## config.mk

```make
export PLATFORM = sky130hd
export DESIGN_NAME = phc_packet_handler
export DESIGN_NICKNAME = d
export VERILOG_FILES = /design/src/hdl/phc_pkg.sv /design/src/hdl/phc_packet_handler.sv
export SDC_FILE = /design/constraint.sdc
export NUM_CORES = 1
export LEC_CHECK = 0
export BUFFER_PORTS_ARGS = -buffer_cell sky130_fd_sc_hd__buf_2
export CELL_PAD_IN_SITES_DETAIL_PLACEMENT = 1
export CELL_PAD_IN_SITES_GLOBAL_PLACEMENT = 2
export CORE_MARGIN = 5
export CORE_UTILIZATION = 41
export DETAILED_ROUTE_END_ITERATION = 12
export GPL_ROUTABILITY_DRIVEN = 0
export PLACE_DENSITY = 0.76
export SLEW_MARGIN = 5
export SYNTH_ARGS = -nofsm -noshare
export SYNTH_HDL_FRONTEND = slang
export SYNTH_SLANG_ARGS = --single-unit
```

## constraint.sdc

```tcl
create_clock -name i_ref_clk -period 4.82 [get_ports i_ref_clk]
set_input_delay 0.723 -clock i_ref_clk [delete_from_list [all_inputs] [get_ports i_ref_clk]]
set_output_delay 0.723 -clock i_ref_clk [all_outputs]
set_load 0.02 [all_outputs]
```

## src/hdl/phc_pkg.sv

```systemverilog
// constants, register map and types of the packet handler configuration block
package phc_pkg;
	// register offsets
	localparam logic [5:0] ADDR_FIFO_THRESHOLD_SETTING = 6'h03;
	localparam logic [5:0] ADDR_SYNC_HI = 6'h04;
	localparam logic [5:0] ADDR_SYNC_LO = 6'h05;
	localparam logic [5:0] ADDR_PKT_LEN = 6'h06;
	localparam logic [5:0] ADDR_PKT_CTRL1 = 6'h07;
	localparam logic [5:0] ADDR_LEN_MODE = 6'h08;
	localparam logic [5:0] ADDR_DEV_ADDR = 6'h09;
	localparam logic [5:0] ADDR_RX_COUNT = 6'h3B;
	localparam logic [5:0] ADDR_RX_FIFO = 6'h3F;
	// reset values
	localparam logic [3:0] RST_FIFO_THRESHOLD_SETTING = 4'h7;
	localparam logic [7:0] RST_SYNC_HI = 8'hD3;
	localparam logic [7:0] RST_SYNC_LO = 8'h91;
	localparam logic [7:0] RST_PKT_LEN = 8'hFF;
	localparam logic [2:0] RST_PQT = 3'h0;
	localparam logic RST_AUTOFLUSH = 1'b0;
	localparam logic RST_APPEND = 1'b1;
	localparam logic [1:0] RST_ADDRESS_FILTER_MODE = 2'h0;
	localparam logic [7:0] RST_DEV_ADDR = 8'h00;
	localparam logic RST_VAR_LEN = 1'b1;
	// field positions of the control register
	localparam int PQT_MSB = 7;
	localparam int PQT_LSB = 5;
	localparam int AUTOFLUSH_BIT = 3;
	localparam int APPEND_BIT = 2;
	localparam int ADDRESS_FILTER_MODE_MSB = 1;
	localparam int ADDRESS_FILTER_MODE_LSB = 0;
	// threshold mapping and preamble quality figures
	localparam logic [6:0] TX_THR_BASE = 7'h3D;
	localparam logic [6:0] RX_THR_BASE = 7'h04;
	localparam logic [6:0] THR_STEP = 7'h04;
	localparam logic [4:0] PQ_DOWN = 5'h08;
	localparam logic [4:0] PQ_SCALE = 5'h04;
	// address filter modes and broadcast values
	localparam logic [1:0] ADR_OFF = 2'h0;
	localparam logic [1:0] ADR_BC0 = 2'h2;
	localparam logic [1:0] ADR_BC0_FF = 2'h3;
	localparam logic [7:0] BCAST_ZERO = 8'h00;
	localparam logic [7:0] BCAST_ONES = 8'hFF;

	typedef struct packed {
		logic [3:0] fifo_threshold_setting;
		logic [7:0] sync_pattern_high;
		logic [7:0] sync_pattern_low;
		logic [7:0] packet_length_limit;
		logic [2:0] preamble_quality_threshold;
		logic flush_on_bad_crc;
		logic append_rx_status;
		logic [1:0] address_filter_mode;
		logic var_len;
		logic [7:0] dev_addr;
	} phc_cfg_t;

	typedef struct packed {
		logic [7:0] rssi;
		logic [6:0] lqi;
		logic crc_ok;
	} phc_status_t;

	typedef enum logic [2:0] {
		ST_HUNT = 3'b001,
		ST_DATA = 3'b010,
		ST_STAT = 3'b100
	} phc_state_t;
endpackage

```

## src/hdl/phc_packet_handler.sv

```systemverilog
// receive packet handler: registers, sync gating, length, address filter, rx fifo
`timescale 1ns/1ps
// Function
// tx threshold is 61 minus 4 times setting, rx threshold 4 times setting plus 4
// threshold flag rises when fifo byte count meets the threshold
// sync pattern high byte from its register, reset 0xD3
// sync pattern low byte from its register, reset 0x91
// fixed length mode uses the length register as exact length, reset 0xFF
// variable length mode uses the length register as the largest length
// variable length mode reads the length from first byte after sync
// host never programs the length register with zero
// quality counter goes up one for each bit differing from the previous
// quality counter goes down eight for each bit equal to the previous
// sync accepted only when quality counter reaches four times threshold
// threshold zero accepts every sync word without gating
// autoflush bit flushes the rx fifo on a bad crc, resets to zero
// host uses autoflush only when the whole packet fits the rx fifo
// status append bit, set at reset, appends two bytes per packet
// status bytes carry signal strength, link quality and crc passed
// mode 00 no filter, mode 01 own address only
// mode 10 adds broadcast 0x00, mode 11 adds 0x00 and 0xFF
// address byte compared with the device address register
// packet failing the address check leaves no bytes in the rx fifo
module phc_packet_handler #(parameter int AW = 6, parameter int PQ_W = 5) (
	input wire logic i_ref_clk,
	input wire logic i_nrst,
	input wire logic [5:0] i_reg_addr,
	input wire logic [7:0] i_reg_wdata,
	input wire logic i_reg_we,
	input wire logic i_reg_re,
	output logic [7:0] o_reg_rdata,
	input wire logic i_rx_bit,
	input wire logic i_rx_valid,
	input wire phc_pkg::phc_status_t i_status,
	input wire logic [6:0] i_tx_count,
	output logic o_rx_thr,
	output logic o_tx_thr,
	output logic o_sync_found
);
	localparam int DEPTH = 1 << AW;
	localparam logic [PQ_W-1:0] PQ_MAX = '1;
	phc_pkg::phc_cfg_t cfg, next_cfg;
	phc_pkg::phc_state_t state, next_state;
	phc_pkg::phc_status_t stat, next_stat;
	logic [7:0] mem [DEPTH];
	logic [AW:0] wr_ptr, next_wr_ptr, rd_ptr, next_rd_ptr, pkt_start, next_pkt_start, cnt;
	logic [PQ_W-1:0] pq, next_pq;
	logic prev_bit, next_prev_bit, stat_idx, next_stat_idx;
	logic [15:0] sync_sr, next_sync_sr, sync_word;
	logic [2:0] bit_cnt, next_bit_cnt;
	logic [7:0] byte_sr, next_byte_sr, new_byte, wdata, next_rdata;
	logic [8:0] idx, next_idx, total, next_total;
	logic [6:0] tx_thr, rx_thr;
	logic we, drop_len, drop_addr, end_pkt, sync_hit, addr_ok, next_rx_thr, next_tx_thr;
	// threshold mapping and fill level
	assign tx_thr = phc_pkg::TX_THR_BASE - phc_pkg::THR_STEP * {3'h0, cfg.fifo_threshold_setting};
	assign rx_thr = phc_pkg::RX_THR_BASE + phc_pkg::THR_STEP * {3'h0, cfg.fifo_threshold_setting};
	assign cnt = wr_ptr - rd_ptr;
	assign new_byte = {byte_sr[6:0], i_rx_bit};
	assign sync_word = {cfg.sync_pattern_high, cfg.sync_pattern_low};
	// quality gated sync match
	assign sync_hit = i_rx_valid && ({sync_sr[14:0], i_rx_bit} == sync_word) &&
		(cfg.preamble_quality_threshold == 3'h0 ||
		pq >= phc_pkg::PQ_SCALE * {2'h0, cfg.preamble_quality_threshold});
	// address filter by mode
	assign addr_ok = (new_byte == cfg.dev_addr) ||
		((cfg.address_filter_mode == phc_pkg::ADR_BC0 ||
		cfg.address_filter_mode == phc_pkg::ADR_BC0_FF) && new_byte == phc_pkg::BCAST_ZERO) ||
		(cfg.address_filter_mode == phc_pkg::ADR_BC0_FF && new_byte == phc_pkg::BCAST_ONES);
	// register file next values and read mux
	always_comb begin
		next_cfg = cfg;
		next_rdata = 8'h00;
		if (i_reg_we) begin
			if (i_reg_addr == phc_pkg::ADDR_FIFO_THRESHOLD_SETTING) begin
				next_cfg.fifo_threshold_setting = i_reg_wdata[3:0];
			end else if (i_reg_addr == phc_pkg::ADDR_SYNC_HI) begin
				next_cfg.sync_pattern_high = i_reg_wdata;
			end else if (i_reg_addr == phc_pkg::ADDR_SYNC_LO) begin
				next_cfg.sync_pattern_low = i_reg_wdata;
			end else if (i_reg_addr == phc_pkg::ADDR_PKT_LEN) begin
				next_cfg.packet_length_limit = i_reg_wdata;
			end else if (i_reg_addr == phc_pkg::ADDR_PKT_CTRL1) begin
				next_cfg.preamble_quality_threshold = i_reg_wdata[phc_pkg::PQT_MSB:phc_pkg::PQT_LSB];
				next_cfg.flush_on_bad_crc = i_reg_wdata[phc_pkg::AUTOFLUSH_BIT];
				next_cfg.append_rx_status = i_reg_wdata[phc_pkg::APPEND_BIT];
				next_cfg.address_filter_mode =
					i_reg_wdata[phc_pkg::ADDRESS_FILTER_MODE_MSB:phc_pkg::ADDRESS_FILTER_MODE_LSB];
			end else if (i_reg_addr == phc_pkg::ADDR_LEN_MODE) begin
				next_cfg.var_len = i_reg_wdata[0];
			end else if (i_reg_addr == phc_pkg::ADDR_DEV_ADDR) begin
				next_cfg.dev_addr = i_reg_wdata;
			end
		end
		if (i_reg_re) begin
			if (i_reg_addr == phc_pkg::ADDR_FIFO_THRESHOLD_SETTING) begin
				next_rdata = {4'h0, cfg.fifo_threshold_setting};
			end else if (i_reg_addr == phc_pkg::ADDR_SYNC_HI) begin
				next_rdata = cfg.sync_pattern_high;
			end else if (i_reg_addr == phc_pkg::ADDR_SYNC_LO) begin
				next_rdata = cfg.sync_pattern_low;
			end else if (i_reg_addr == phc_pkg::ADDR_PKT_LEN) begin
				next_rdata = cfg.packet_length_limit;
			end else if (i_reg_addr == phc_pkg::ADDR_PKT_CTRL1) begin
				next_rdata = {cfg.preamble_quality_threshold, 1'b0, cfg.flush_on_bad_crc,
					cfg.append_rx_status, cfg.address_filter_mode};
			end else if (i_reg_addr == phc_pkg::ADDR_LEN_MODE) begin
				next_rdata = {7'h00, cfg.var_len};
			end else if (i_reg_addr == phc_pkg::ADDR_DEV_ADDR) begin
				next_rdata = cfg.dev_addr;
			end else if (i_reg_addr == phc_pkg::ADDR_RX_COUNT) begin
				next_rdata = {{(7 - AW){1'b0}}, cnt};
			end else if (i_reg_addr == phc_pkg::ADDR_RX_FIFO && cnt != '0) begin
				next_rdata = mem[rd_ptr[AW-1:0]];
			end
		end
	end
	// receive path: quality counter, sync hunt, bytes, status, fifo pointers
	always_comb begin
		next_state = state;
		next_pq = pq;
		next_prev_bit = prev_bit;
		next_sync_sr = sync_sr;
		next_bit_cnt = bit_cnt;
		next_byte_sr = byte_sr;
		next_idx = idx;
		next_total = total;
		next_pkt_start = pkt_start;
		next_stat = stat;
		next_stat_idx = stat_idx;
		next_wr_ptr = wr_ptr;
		next_rd_ptr = rd_ptr;
		we = 1'b0;
		wdata = new_byte;
		drop_len = 1'b0;
		drop_addr = 1'b0;
		end_pkt = 1'b0;
		if (i_rx_valid) begin
			next_prev_bit = i_rx_bit;
			next_sync_sr = {sync_sr[14:0], i_rx_bit};
			if (i_rx_bit != prev_bit) begin
				next_pq = (pq == PQ_MAX) ? pq : pq + 1'b1;
			end else begin
				next_pq = (pq < phc_pkg::PQ_DOWN) ? '0 : pq - phc_pkg::PQ_DOWN;
			end
		end
		case (state)
			phc_pkg::ST_HUNT: begin
				if (sync_hit) begin
					next_state = phc_pkg::ST_DATA;
					next_bit_cnt = 3'h0;
					next_idx = 9'h000;
					next_pkt_start = wr_ptr;
					next_total = {1'b0, cfg.packet_length_limit};
				end
			end
			phc_pkg::ST_DATA: begin
				if (i_rx_valid) begin
					next_byte_sr = new_byte;
					next_bit_cnt = bit_cnt + 1'b1;
					if (bit_cnt == 3'h7) begin
						we = 1'b1;
						next_idx = idx + 1'b1;
						if (cfg.var_len && idx == 9'h000) begin
							next_total = {1'b0, new_byte} + 1'b1;
							drop_len = (new_byte == 8'h00) ||
								(new_byte > cfg.packet_length_limit);
						end
						drop_addr = (cfg.address_filter_mode != phc_pkg::ADR_OFF) &&
							(idx == {8'h00, cfg.var_len}) && !addr_ok;
						if (drop_len || drop_addr) begin
							we = 1'b0;
							next_state = phc_pkg::ST_HUNT;
						end else if (!(cfg.var_len && idx == 9'h000) && next_idx == total) begin
							next_stat = i_status;
							next_stat_idx = 1'b0;
							if (cfg.append_rx_status) begin
								next_state = phc_pkg::ST_STAT;
							end else begin
								end_pkt = 1'b1;
							end
						end
					end
				end
			end
			phc_pkg::ST_STAT: begin
				we = 1'b1; // strength byte, then crc flag over link quality
				wdata = stat_idx ? {stat.crc_ok, stat.lqi} : stat.rssi;
				next_stat_idx = 1'b1;
				end_pkt = stat_idx;
			end
			default: begin
				next_state = phc_pkg::ST_HUNT;
			end
		endcase
		if (end_pkt) begin
			next_state = phc_pkg::ST_HUNT;
		end
		if (i_reg_re && i_reg_addr == phc_pkg::ADDR_RX_FIFO && cnt != '0) begin // host pop
			next_rd_ptr = rd_ptr + 1'b1;
		end
		if (we && cnt != DEPTH[AW:0]) begin
			next_wr_ptr = wr_ptr + 1'b1;
		end
		if (drop_len || drop_addr) begin
			next_wr_ptr = pkt_start;
		end
		if (end_pkt && cfg.flush_on_bad_crc && !next_stat.crc_ok) begin
			next_wr_ptr = '0;
			next_rd_ptr = '0;
		end
	end
	// threshold flags
	assign next_rx_thr = {{(7 - AW){1'b0}}, next_wr_ptr - next_rd_ptr} >= rx_thr;
	assign next_tx_thr = i_tx_count >= tx_thr;
	// state registers
	always_ff @(posedge i_ref_clk) begin
		if (!i_nrst) begin
			cfg <= '{phc_pkg::RST_FIFO_THRESHOLD_SETTING, phc_pkg::RST_SYNC_HI, phc_pkg::RST_SYNC_LO,
				phc_pkg::RST_PKT_LEN, phc_pkg::RST_PQT, phc_pkg::RST_AUTOFLUSH,
				phc_pkg::RST_APPEND, phc_pkg::RST_ADDRESS_FILTER_MODE, phc_pkg::RST_VAR_LEN,
				phc_pkg::RST_DEV_ADDR};
			state <= phc_pkg::ST_HUNT;
			stat <= '0;
			stat_idx <= 1'b0;
			wr_ptr <= '0;
			rd_ptr <= '0;
			pkt_start <= '0;
			pq <= '0;
			prev_bit <= 1'b0;
			sync_sr <= 16'h0000;
			bit_cnt <= 3'h0;
			byte_sr <= 8'h00;
			idx <= 9'h000;
			total <= 9'h000;
			o_reg_rdata <= 8'h00;
			o_rx_thr <= 1'b0;
			o_tx_thr <= 1'b0;
			o_sync_found <= 1'b0;
		end else begin
			cfg <= next_cfg;
			state <= next_state;
			stat <= next_stat;
			stat_idx <= next_stat_idx;
			wr_ptr <= next_wr_ptr;
			rd_ptr <= next_rd_ptr;
			pkt_start <= next_pkt_start;
			pq <= next_pq;
			prev_bit <= next_prev_bit;
			sync_sr <= next_sync_sr;
			bit_cnt <= next_bit_cnt;
			byte_sr <= next_byte_sr;
			idx <= next_idx;
			total <= next_total;
			o_reg_rdata <= next_rdata;
			o_rx_thr <= next_rx_thr;
			o_tx_thr <= next_tx_thr;
			o_sync_found <= (state == phc_pkg::ST_HUNT) && sync_hit;
		end
	end
	// fifo storage, written while not full
	always_ff @(posedge i_ref_clk) begin
		if (we && cnt != DEPTH[AW:0]) begin
			mem[wr_ptr[AW-1:0]] <= wdata;
		end
	end
endmodule

```

==> results of run 1 <==
-- layout by cell type (no fill, tap or decap), types with 9 or more instances in the layout --
| cell | n |
|---|---|
| nor2_1 | 176 |
| nand3_1 | 79 |
| and3_1 | 11 |
| a22oi_1 | 36 |
| o211ai_1 | 12 |
| clkinv_2 | 12 |
| dfxtp_1 | 140 |
| nor2b_1 | 11 |
| and2_1 | 13 |
| a211oi_1 | 11 |
| o21ai_0 | 59 |
| xor2_1 | 27 |
| clkinv_1 | 9 |
| nor4_1 | 9 |
| mux4_2 | 66 |
| inv_1 | 34 |
| nor3_1 | 15 |
| clkbuf_16 | 74 |
| clkbuf_1 | 22 |
| nand4_1 | 12 |
| edfxtp_1 | 512 |
| buf_4 | 154 |
| buf_2 | 53 |
| xnor2_1 | 36 |
| a221oi_1 | 57 |
| a21oi_1 | 69 |
| or2_2 | 9 |
| nand2_1 | 164 |
| ha_1 | 40 |
| mux2i_1 | 186 |
-- where the power goes --
group / internal [W] / switching [W]
Sequential: 0.00606 / 0.0000297
Clock: 0.00311 / 0.00216
Combinational: 0.000138 / 0.000236
Total: 0.00931 / 0.00243
-- layer usage --
metal	global-route usage	vias to the layer above	wire, µm
li1	-	8232	-
met1	0.291	9460	35000
met2	0.354	482	39100
met3	0.0363	111	4210
met4	0.0534	0	1860
met5	0	-	0
-- worst max path at each step --
| stage | to | slack (ns) | cells past startpoint |
|---|---|---|---|
| floorplan | o_rx_thr | -0.15 | 26 |
| global placement | o_rx_thr | -0.23 | 23 |
| detailed placement | o_rx_thr | -0.35 | 23 |
| CTS | o_rx_thr | 0.01 | 24 |
| global route | o_rx_thr | -0.09 | 26 |
| finish | o_rx_thr | 0.09 | 24 |
-- per-stage QoR --
step                      hold WS, ns  worst slack [ns]   util  instances  setup TNS (ns)
final                           0.368            0.0893  0.482       3214               0
after global routing            0.349           -0.0879  0.482       3214         -0.0879
after CTS                       0.337            0.0123  0.479       3209               0
after detailed placement        0.452            -0.349  0.446       3082          -0.349
after global placement          0.441            -0.227  0.446       3082          -0.227
after floorplan                 0.431            -0.151      -       2066          -0.151
-- sequential cells by signal (all words and copies together) (netlist names) --
| name | count |
|---|---|
| total | 9 |
| cfg | 44 |
| sync_sr | 15 |
| o_reg_rdata | 8 |
| rd_ptr | 7 |
| bit_cnt | 3 |
| stat_idx | 1 |
| mem | 512 |
| pkt_start | 7 |
| o_rx_thr | 1 |
| idx | 9 |
| wr_ptr | 7 |
| stat | 16 |
| pq | 5 |
| state | 3 |
| o_tx_thr | 1 |
| byte_sr | 7 |
| o_sync_found | 1 |
-- logic make-up (layout without fill, tap and decap cells) --
| kind of cell | Yosys count | in the layout |
|---|---|---|
| fa+ha+maj | 46 | 46 |
| mux | 257 | 257 |
| flops | 656 | 656 |
| buf+inv | 160 | 377 |
| xor+xnor | 64 | 64 |
| compound gates | 337 | 337 |
| simple gates | 546 | 546 |
-- final cells by class --
type	count	area [µm²]	area share
clock buffers	101	2000	0.0606
repair buffers	211	1480	0.0449
inverters	40	159	0.00481
clock inverters	25	235	0.00712
well taps	931	1160	0.0353
flip-flops and latches	656	18300	0.553
multi-input cells	1250	9730	0.294
-- critical path, stage by stage (launching register included) --
cell and delay (ns):
dfxtp_2 0.32, inv_2 0.05, ha_2 0.17, inv_1 0.06
fa_2 0.39, a211oi_4 0.26, nor4b_2 0.08, a211o_2 0.32
o2111ai_4 0.26, a21bo_4 0.28, buf_4 0.14, mux2i_2 0.14
a211oi_2 0.25, ha_1 0.30, a21oi_2 0.21, nor2b_4 0.07
a21boi_2 0.17, a211oi_2 0.21, xnor2_1 0.15, ha_1 0.24
nor2b_1 0.13, o21ai_1 0.15, nand2b_1 0.08, a21oi_2 0.12
nor2_1 0.04
-- timing repair --
action                     in CTS  in global routing
setup endpoints to repair       1                  1
resized for setup              14                 30
setup buffers                   1                  5
pin swaps                       4                 18
==> results.md, run 1 <==
- Final instance area: 0.0330 mm²
- Leakage: roughly 11 nW
- Tot Pwr: between 0.01 and 0.015 W
- Largest family of logic cells by synthesized area: multiplexers
- Power Dens Cells: 355 mW/mm²
- TritonCTS buffer count: slightly above 70
- Row count: 96
- CTS root buf: clkbuf_16
- Clock sinks: around 660
- Final count of hold timing violations: 0
- Yosys cell types: 85
- Average routed wire per standard cell: roughly 25 µm
- Maximum VDD drop: just over 0.0002 V
- Area Overhead vs Synth: 16.4%
- Synth Area in Simple Gates: 0.0884
- Worst skew pair latency: about 0.61 ns
- Synth Area in Adders: 0.0205
- Slew @ Worst Pin: 1.24 ns
- Critical Path Source Type: register
- Worst-path maximum fanout: 3
- Post-route ant nets: 0
- Nets: 2318
- CTS Buffer Depth: 3
- #FFs+latches synth: about 660
- Seq/Total Area, Yosys: 0.643
- Fill count: approximately 7000
- Cell taking the most area after synthesis: edfxtp_1
- Reg2Reg Depth: 24
- Ys flop type: edfxtp_1
- Largest net degree at the start of global routing: roughly 130
- RR Endpoint: o_rx_thr
- Share of the synthesized area in the top cell type: 0.542
- Hold-fix buffers at CTS: 0
- Max-cap violations: 0
- Starting DRT DRC Count: 1510
- Setup crit end kind: register
- Slew headroom: 0.168
- Die X: 273 µm
- Clock transition at path regs: about 0.060 ns
- EDFF count, synth: between 500 and 600
- Starting Density: 0.414
- Critical path origin: wr_ptr[0]
- Status: complete, no violations
- Grt ovf: 0
- Port bufs: 53
- DIE HEIGHT: ~270 µm
- Hold Path Sink: stat[11]
- GRT Total Usage: 0.212
- H-tree levels: 3
- Initial antenna violation count: 1
- CP arrival: between 5 and 6 ns
- Detailed Route WL: 80.2 mm
- I/O pin cnt: 54
- Mux share of post-synthesis cell area: 0.120
- Via Count: about 18000
- Max Clock Freq: 0.211 GHz
- Slew Viols, Final: 0
- XOR/XNOR Fraction of Synth Area: 0.0198
- Fin Clk Skew: approximately 0.020 ns
- Hold Path Origin: i_status[11]
- Avg Vias per Cell: 5.69
- Proportion of layout cells with a drive suffix above 1: 0.202
- Drt pass-1 iters: 5
- Crit path required time: around 5.3 ns
- Min-Delay Path Class: input port to register
- Tmin final: approximately 4.7 ns
- Antenna diodes: 0
- Compound-cell area share of the yosys netlist: 0.0827
- Flop2flop setup slack: between 0.08 and 0.09 ns
- WHS Path Cells: 3
- DRC Markers: 0
- Leading cell types by count after synthesis: edfxtp_1, mux2i_1, nor2_1, nand2_1, dfxtp_1
- DPL Wire Length: between 50 and 60 mm
- Critical path class: register to register
- Cell area after placement: ~0.03 mm²
- Die area: roughly 0.075 mm²
- Yosys warns: 0
- Setup-violating endpoint count in the final report: 0
- Tcrit/Tclk final: 0.981
- Synth Instances: 2066
- Synthesized area per cell: 13.7 µm²
- First-pass GRT wire length: about 120 mm
- Vias in the first global route: 19200
- Top post-synthesis cells by area: edfxtp_1, dfxtp_1, mux2i_1
- Ys async rst share: 0
- Synthesized net count: 2154
- Critical R2R Launch: wr_ptr[0]
- Cell Area, Synth: between 0.02 and 0.03 mm²
- Top-count cell post-synth: edfxtp_1
- CTS tree: yes
- Core footprint: 0.0686 mm²
Note: power is estimated with default switching activity, not from simulation.
==> inputs of run 2 (changes only) <==
--- a/config.mk
+++ b/config.mk
@@ -5,11 +5,12 @@
 export SDC_FILE = /design/constraint.sdc
 export NUM_CORES = 1
 export LEC_CHECK = 0
+export ABC_AREA = 1
 export BUFFER_PORTS_ARGS = -buffer_cell sky130_fd_sc_hd__buf_2
 export CELL_PAD_IN_SITES_DETAIL_PLACEMENT = 1
 export CELL_PAD_IN_SITES_GLOBAL_PLACEMENT = 2
 export CORE_MARGIN = 5
-export CORE_UTILIZATION = 41
+export CORE_UTILIZATION = 38
 export DETAILED_ROUTE_END_ITERATION = 12
 export GPL_ROUTABILITY_DRIVEN = 0
 export PLACE_DENSITY = 0.76
==> run 2 against run 1 <==
Compared with the run above: combinational power grew 62%; sequential cell count is the same; power grew 6.4%; worst hold slack gained 0.035 ns; final area shrank 0.14%; clock skew grew 0.0058 ns; critical path depth grew 2; critical path type unchanged; largest power group unchanged.
==> results.md, run 2 <==
- Row count: between 100 and 150
- Nets: just under 3000
- Cell Area, Synth: approximately 0.029 mm²
- Cell taking the most area after synthesis: edfxtp_1
- Top post-synthesis cells by area: edfxtp_1, dfxtp_1, nand2_1
- GRT Total Usage: 0.218
- DPL Wire Length: around 58 mm
- Synth Area in Adders: 0.0198
- Maximum VDD drop: about 0.00030 V
- Port bufs: 53
- P_int: 0.00966 W
- Setup crit end kind: register
- Max-cap violations: 0
- Largest family of logic cells by synthesized area: simple AND/OR/NAND/NOR gates
- Vias in the first global route: 22900
- Slew Viols, Final: 0
- Antenna diodes: 0
- CTS Buffer Depth: 3
- Synthesized area per cell: 10.2 µm²
- Reg2Reg Depth: 26
- TritonCTS buffer count: 74
- Avg Vias per Cell: around 5.6
- Setup-violating endpoint count in the final report: 0
- Leading cell types by count after synthesis: nand2_1, edfxtp_1, nand3_1, nor2_1, inv_1
- Die area: around 0.081 mm²
- First-pass GRT wire length: about 140 mm
- Worst skew pair latency: 0.62 ns
- Final instance area: 0.0330 mm²
- Area Overhead vs Synth: 14.5%
- Critical Path Source Type: register
- WP depth: 26
- Slew @ Worst Pin: ~1.3 ns
- Fin Clk Skew: 0.0258 ns
- WP buf/inv: 5
- Tcrit/Tclk final: 0.939
- Compound-cell area share of the yosys netlist: 0.0994
- Clock transition at path regs: approximately 0.060 ns
- Clk pwr share: 0.457
- #FFs+latches synth: about 660
- Leakage: roughly 12 nW
- Final count of hold timing violations: 0
- Synth Area in Simple Gates: 0.191
- Drt pass-1 iters: 7
- Largest net degree at the start of global routing: roughly 180
- Core footprint: 0.0756 mm²
- Top-count cell post-synth: nand2_1
- Ys flop type: edfxtp_1
- Combinational share of power: 0.048
- EDFF count, synth: ~500
- Ys async rst share: 0
- Seq pwr share: 0.494
- DRC Markers: 0
- Crit-path slowest cell: fa_1
- Seq/Total Area, Yosys: 0.634
- CP arrival: around 5 ns
- Starting Density: 0.381
- I/O pin cnt: 54
- Layout Utilization: 0.437
- Critical path class: register to register
- Slew headroom: 0.105
- Net Sw Power: around 0.0028 W
- Max reg flops: 512
- Proportion of layout cells with a drive suffix above 1: 0.107
- Worst setup path endpoint: o_rx_thr
- Status: complete, no violations
- Commonest non-fill, non-tap cell in the layout: nand2_1
- Initial antenna violation count: 0
- Starting DRT DRC Count: 1388
- Tmin final: 4.53 ns
- Switching Fraction: 0.227
- Share of the synthesized area in the top cell type: 0.534
- DIE HEIGHT: 285 µm
- Cell area after placement: 0.0305 mm²
- Mux share of post-synthesis cell area: 0.00486
- Critical R2R Launch: wr_ptr[0]
- Flop2flop setup slack: approximately 0.29 ns
- RR Endpoint: o_rx_thr
- CTS tree: yes
- RSZ-0062 raised after global routing: no
- Grt ovf: 0
- Yosys cell types: a little over 50
- Die X: around 290 µm
- Detailed Route WL: a little over 90 mm
- Critical path origin: wr_ptr[0]
- Via Count: ~22000
- Min-Delay Path Class: input port to register
- Yosys warns: 0
- Clock sinks: 656
- Most frequent cells in the layout: nand2_1, edfxtp_1, nand3_1
- XOR/XNOR Fraction of Synth Area: 0.00881
- Power Dens Cells: 379 mW/mm²
- Max Clock Freq: ~0.22 GHz
- Synthesized net count: 2901
- H-tree levels: 3
- Post-route ant nets: 0
- CTS root buf: clkbuf_16
- Hold-fix buffers at CTS: 0
- Critical path's largest stage delay: ~0.4 ns
- Worst-path maximum fanout: 5
- Synth Instances: about 2800
- Average routed wire per standard cell: 23.2 µm
- Crit path required time: roughly 5.3 ns
- Crit-path leading delay family: simple AND/OR/NAND/NOR gates
## run 2: changes by cell type in the layout (fill, tap and decap cells not counted), moves of 27 or more
cell,delta
nor3_1,+36
nand3_1,+249
buf_4,-71
a221oi_1,-48
a21oi_1,+81
inv_1,+132
nor2_1,+79
mux4_2,-66
mux2i_1,-172
nand2_1,+395
a221o_1,+34
xnor2_1,-27
a22oi_1,-31
o21ai_0,+85
## run 2: final cells by class
cell class | count | area (µm²)
inverter | 181 | 687
fill | 8350 | 42600
sequential | 656 | 18300
clock inverter | 50 | 512
tap | 978 | 1220
timing repair buffer | 138 | 928
clock buffer | 82 | 1910
multi-input combinational | 1829 | 9460
## run 2: stage by stage
stage / power [W] / setup TNS (ns) / std cells / worst slack, ns / hold slack, ns
after detailed placement: 0.00690 / -0.0897 / 3780 / -0.0897 / 0.471
after global routing: 0.0129 / 0 / 3914 / 0.0118 / 0.412
final: 0.0125 / 0 / 3914 / 0.295 / 0.402
after floorplan: 0.00666 / 0 / 2813 / 0.000805 / 0.443
after CTS: 0.0126 / 0 / 3912 / 0.0547 / 0.378
after global placement: 0.00688 / 0 / 3780 / 0.000718 / 0.456
## run 2: power by group through the flow
stage | Sequential (W) | Clock, W | Combinational [W]
floorplan | 0.00629 | 0 | 0.000367
global placement | 0.00629 | 0 | 0.000590
detailed placement | 0.00629 | 0 | 0.000610
CTS | 0.00617 | 0.00581 | 0.000614
global route | 0.00618 | 0.00608 | 0.000673
finish | 0.00617 | 0.00571 | 0.000605
## run 2: repair_timing
action,in CTS,in global routing
setup endpoints to repair,0,1
setup buffers,0,2
gates resized for setup,0,18
## run 2: worst min-delay path: cells and delay by family
kind	cells	cell delay, ns
buffers and inverters	1	0.07
AND/OR/NAND/NOR	2	0.15
## run 2: layer usage
| layer | track usage | wire [µm] |
|---|---|---|
| met1 | 0.286 | 39400 |
| met4 | 0.0693 | 2650 |
| met3 | 0.0297 | 4120 |
| met2 | 0.377 | 44500 |
| met5 | 0 | 0 |
## run 2: worst min-delay path by stage
stage	startpoint	to	slack, ns	depth (start not counted)
2_1_floorplan	bit_cnt[0]	bit_cnt[0]	0.44	2
3_3_place_gp	bit_cnt[0]	bit_cnt[0]	0.46	2
3_5_place_dp	bit_cnt[0]	bit_cnt[0]	0.47	2
4_1_cts	i_status[3]	stat[3]	0.38	3
5_1_grt	i_status[3]	stat[3]	0.41	3
6_report	i_status[1]	stat[1]	0.40	3
## run 2: kinds of logic after synthesis
group | Yosys count
AND/OR/NAND/NOR | 1271
flip-flops | 656
AO/OA/AOI/OAI | 470
buffers and inverters | 328
adder cells (fa/ha/maj) | 45
XOR/XNOR | 29
multiplexers | 14
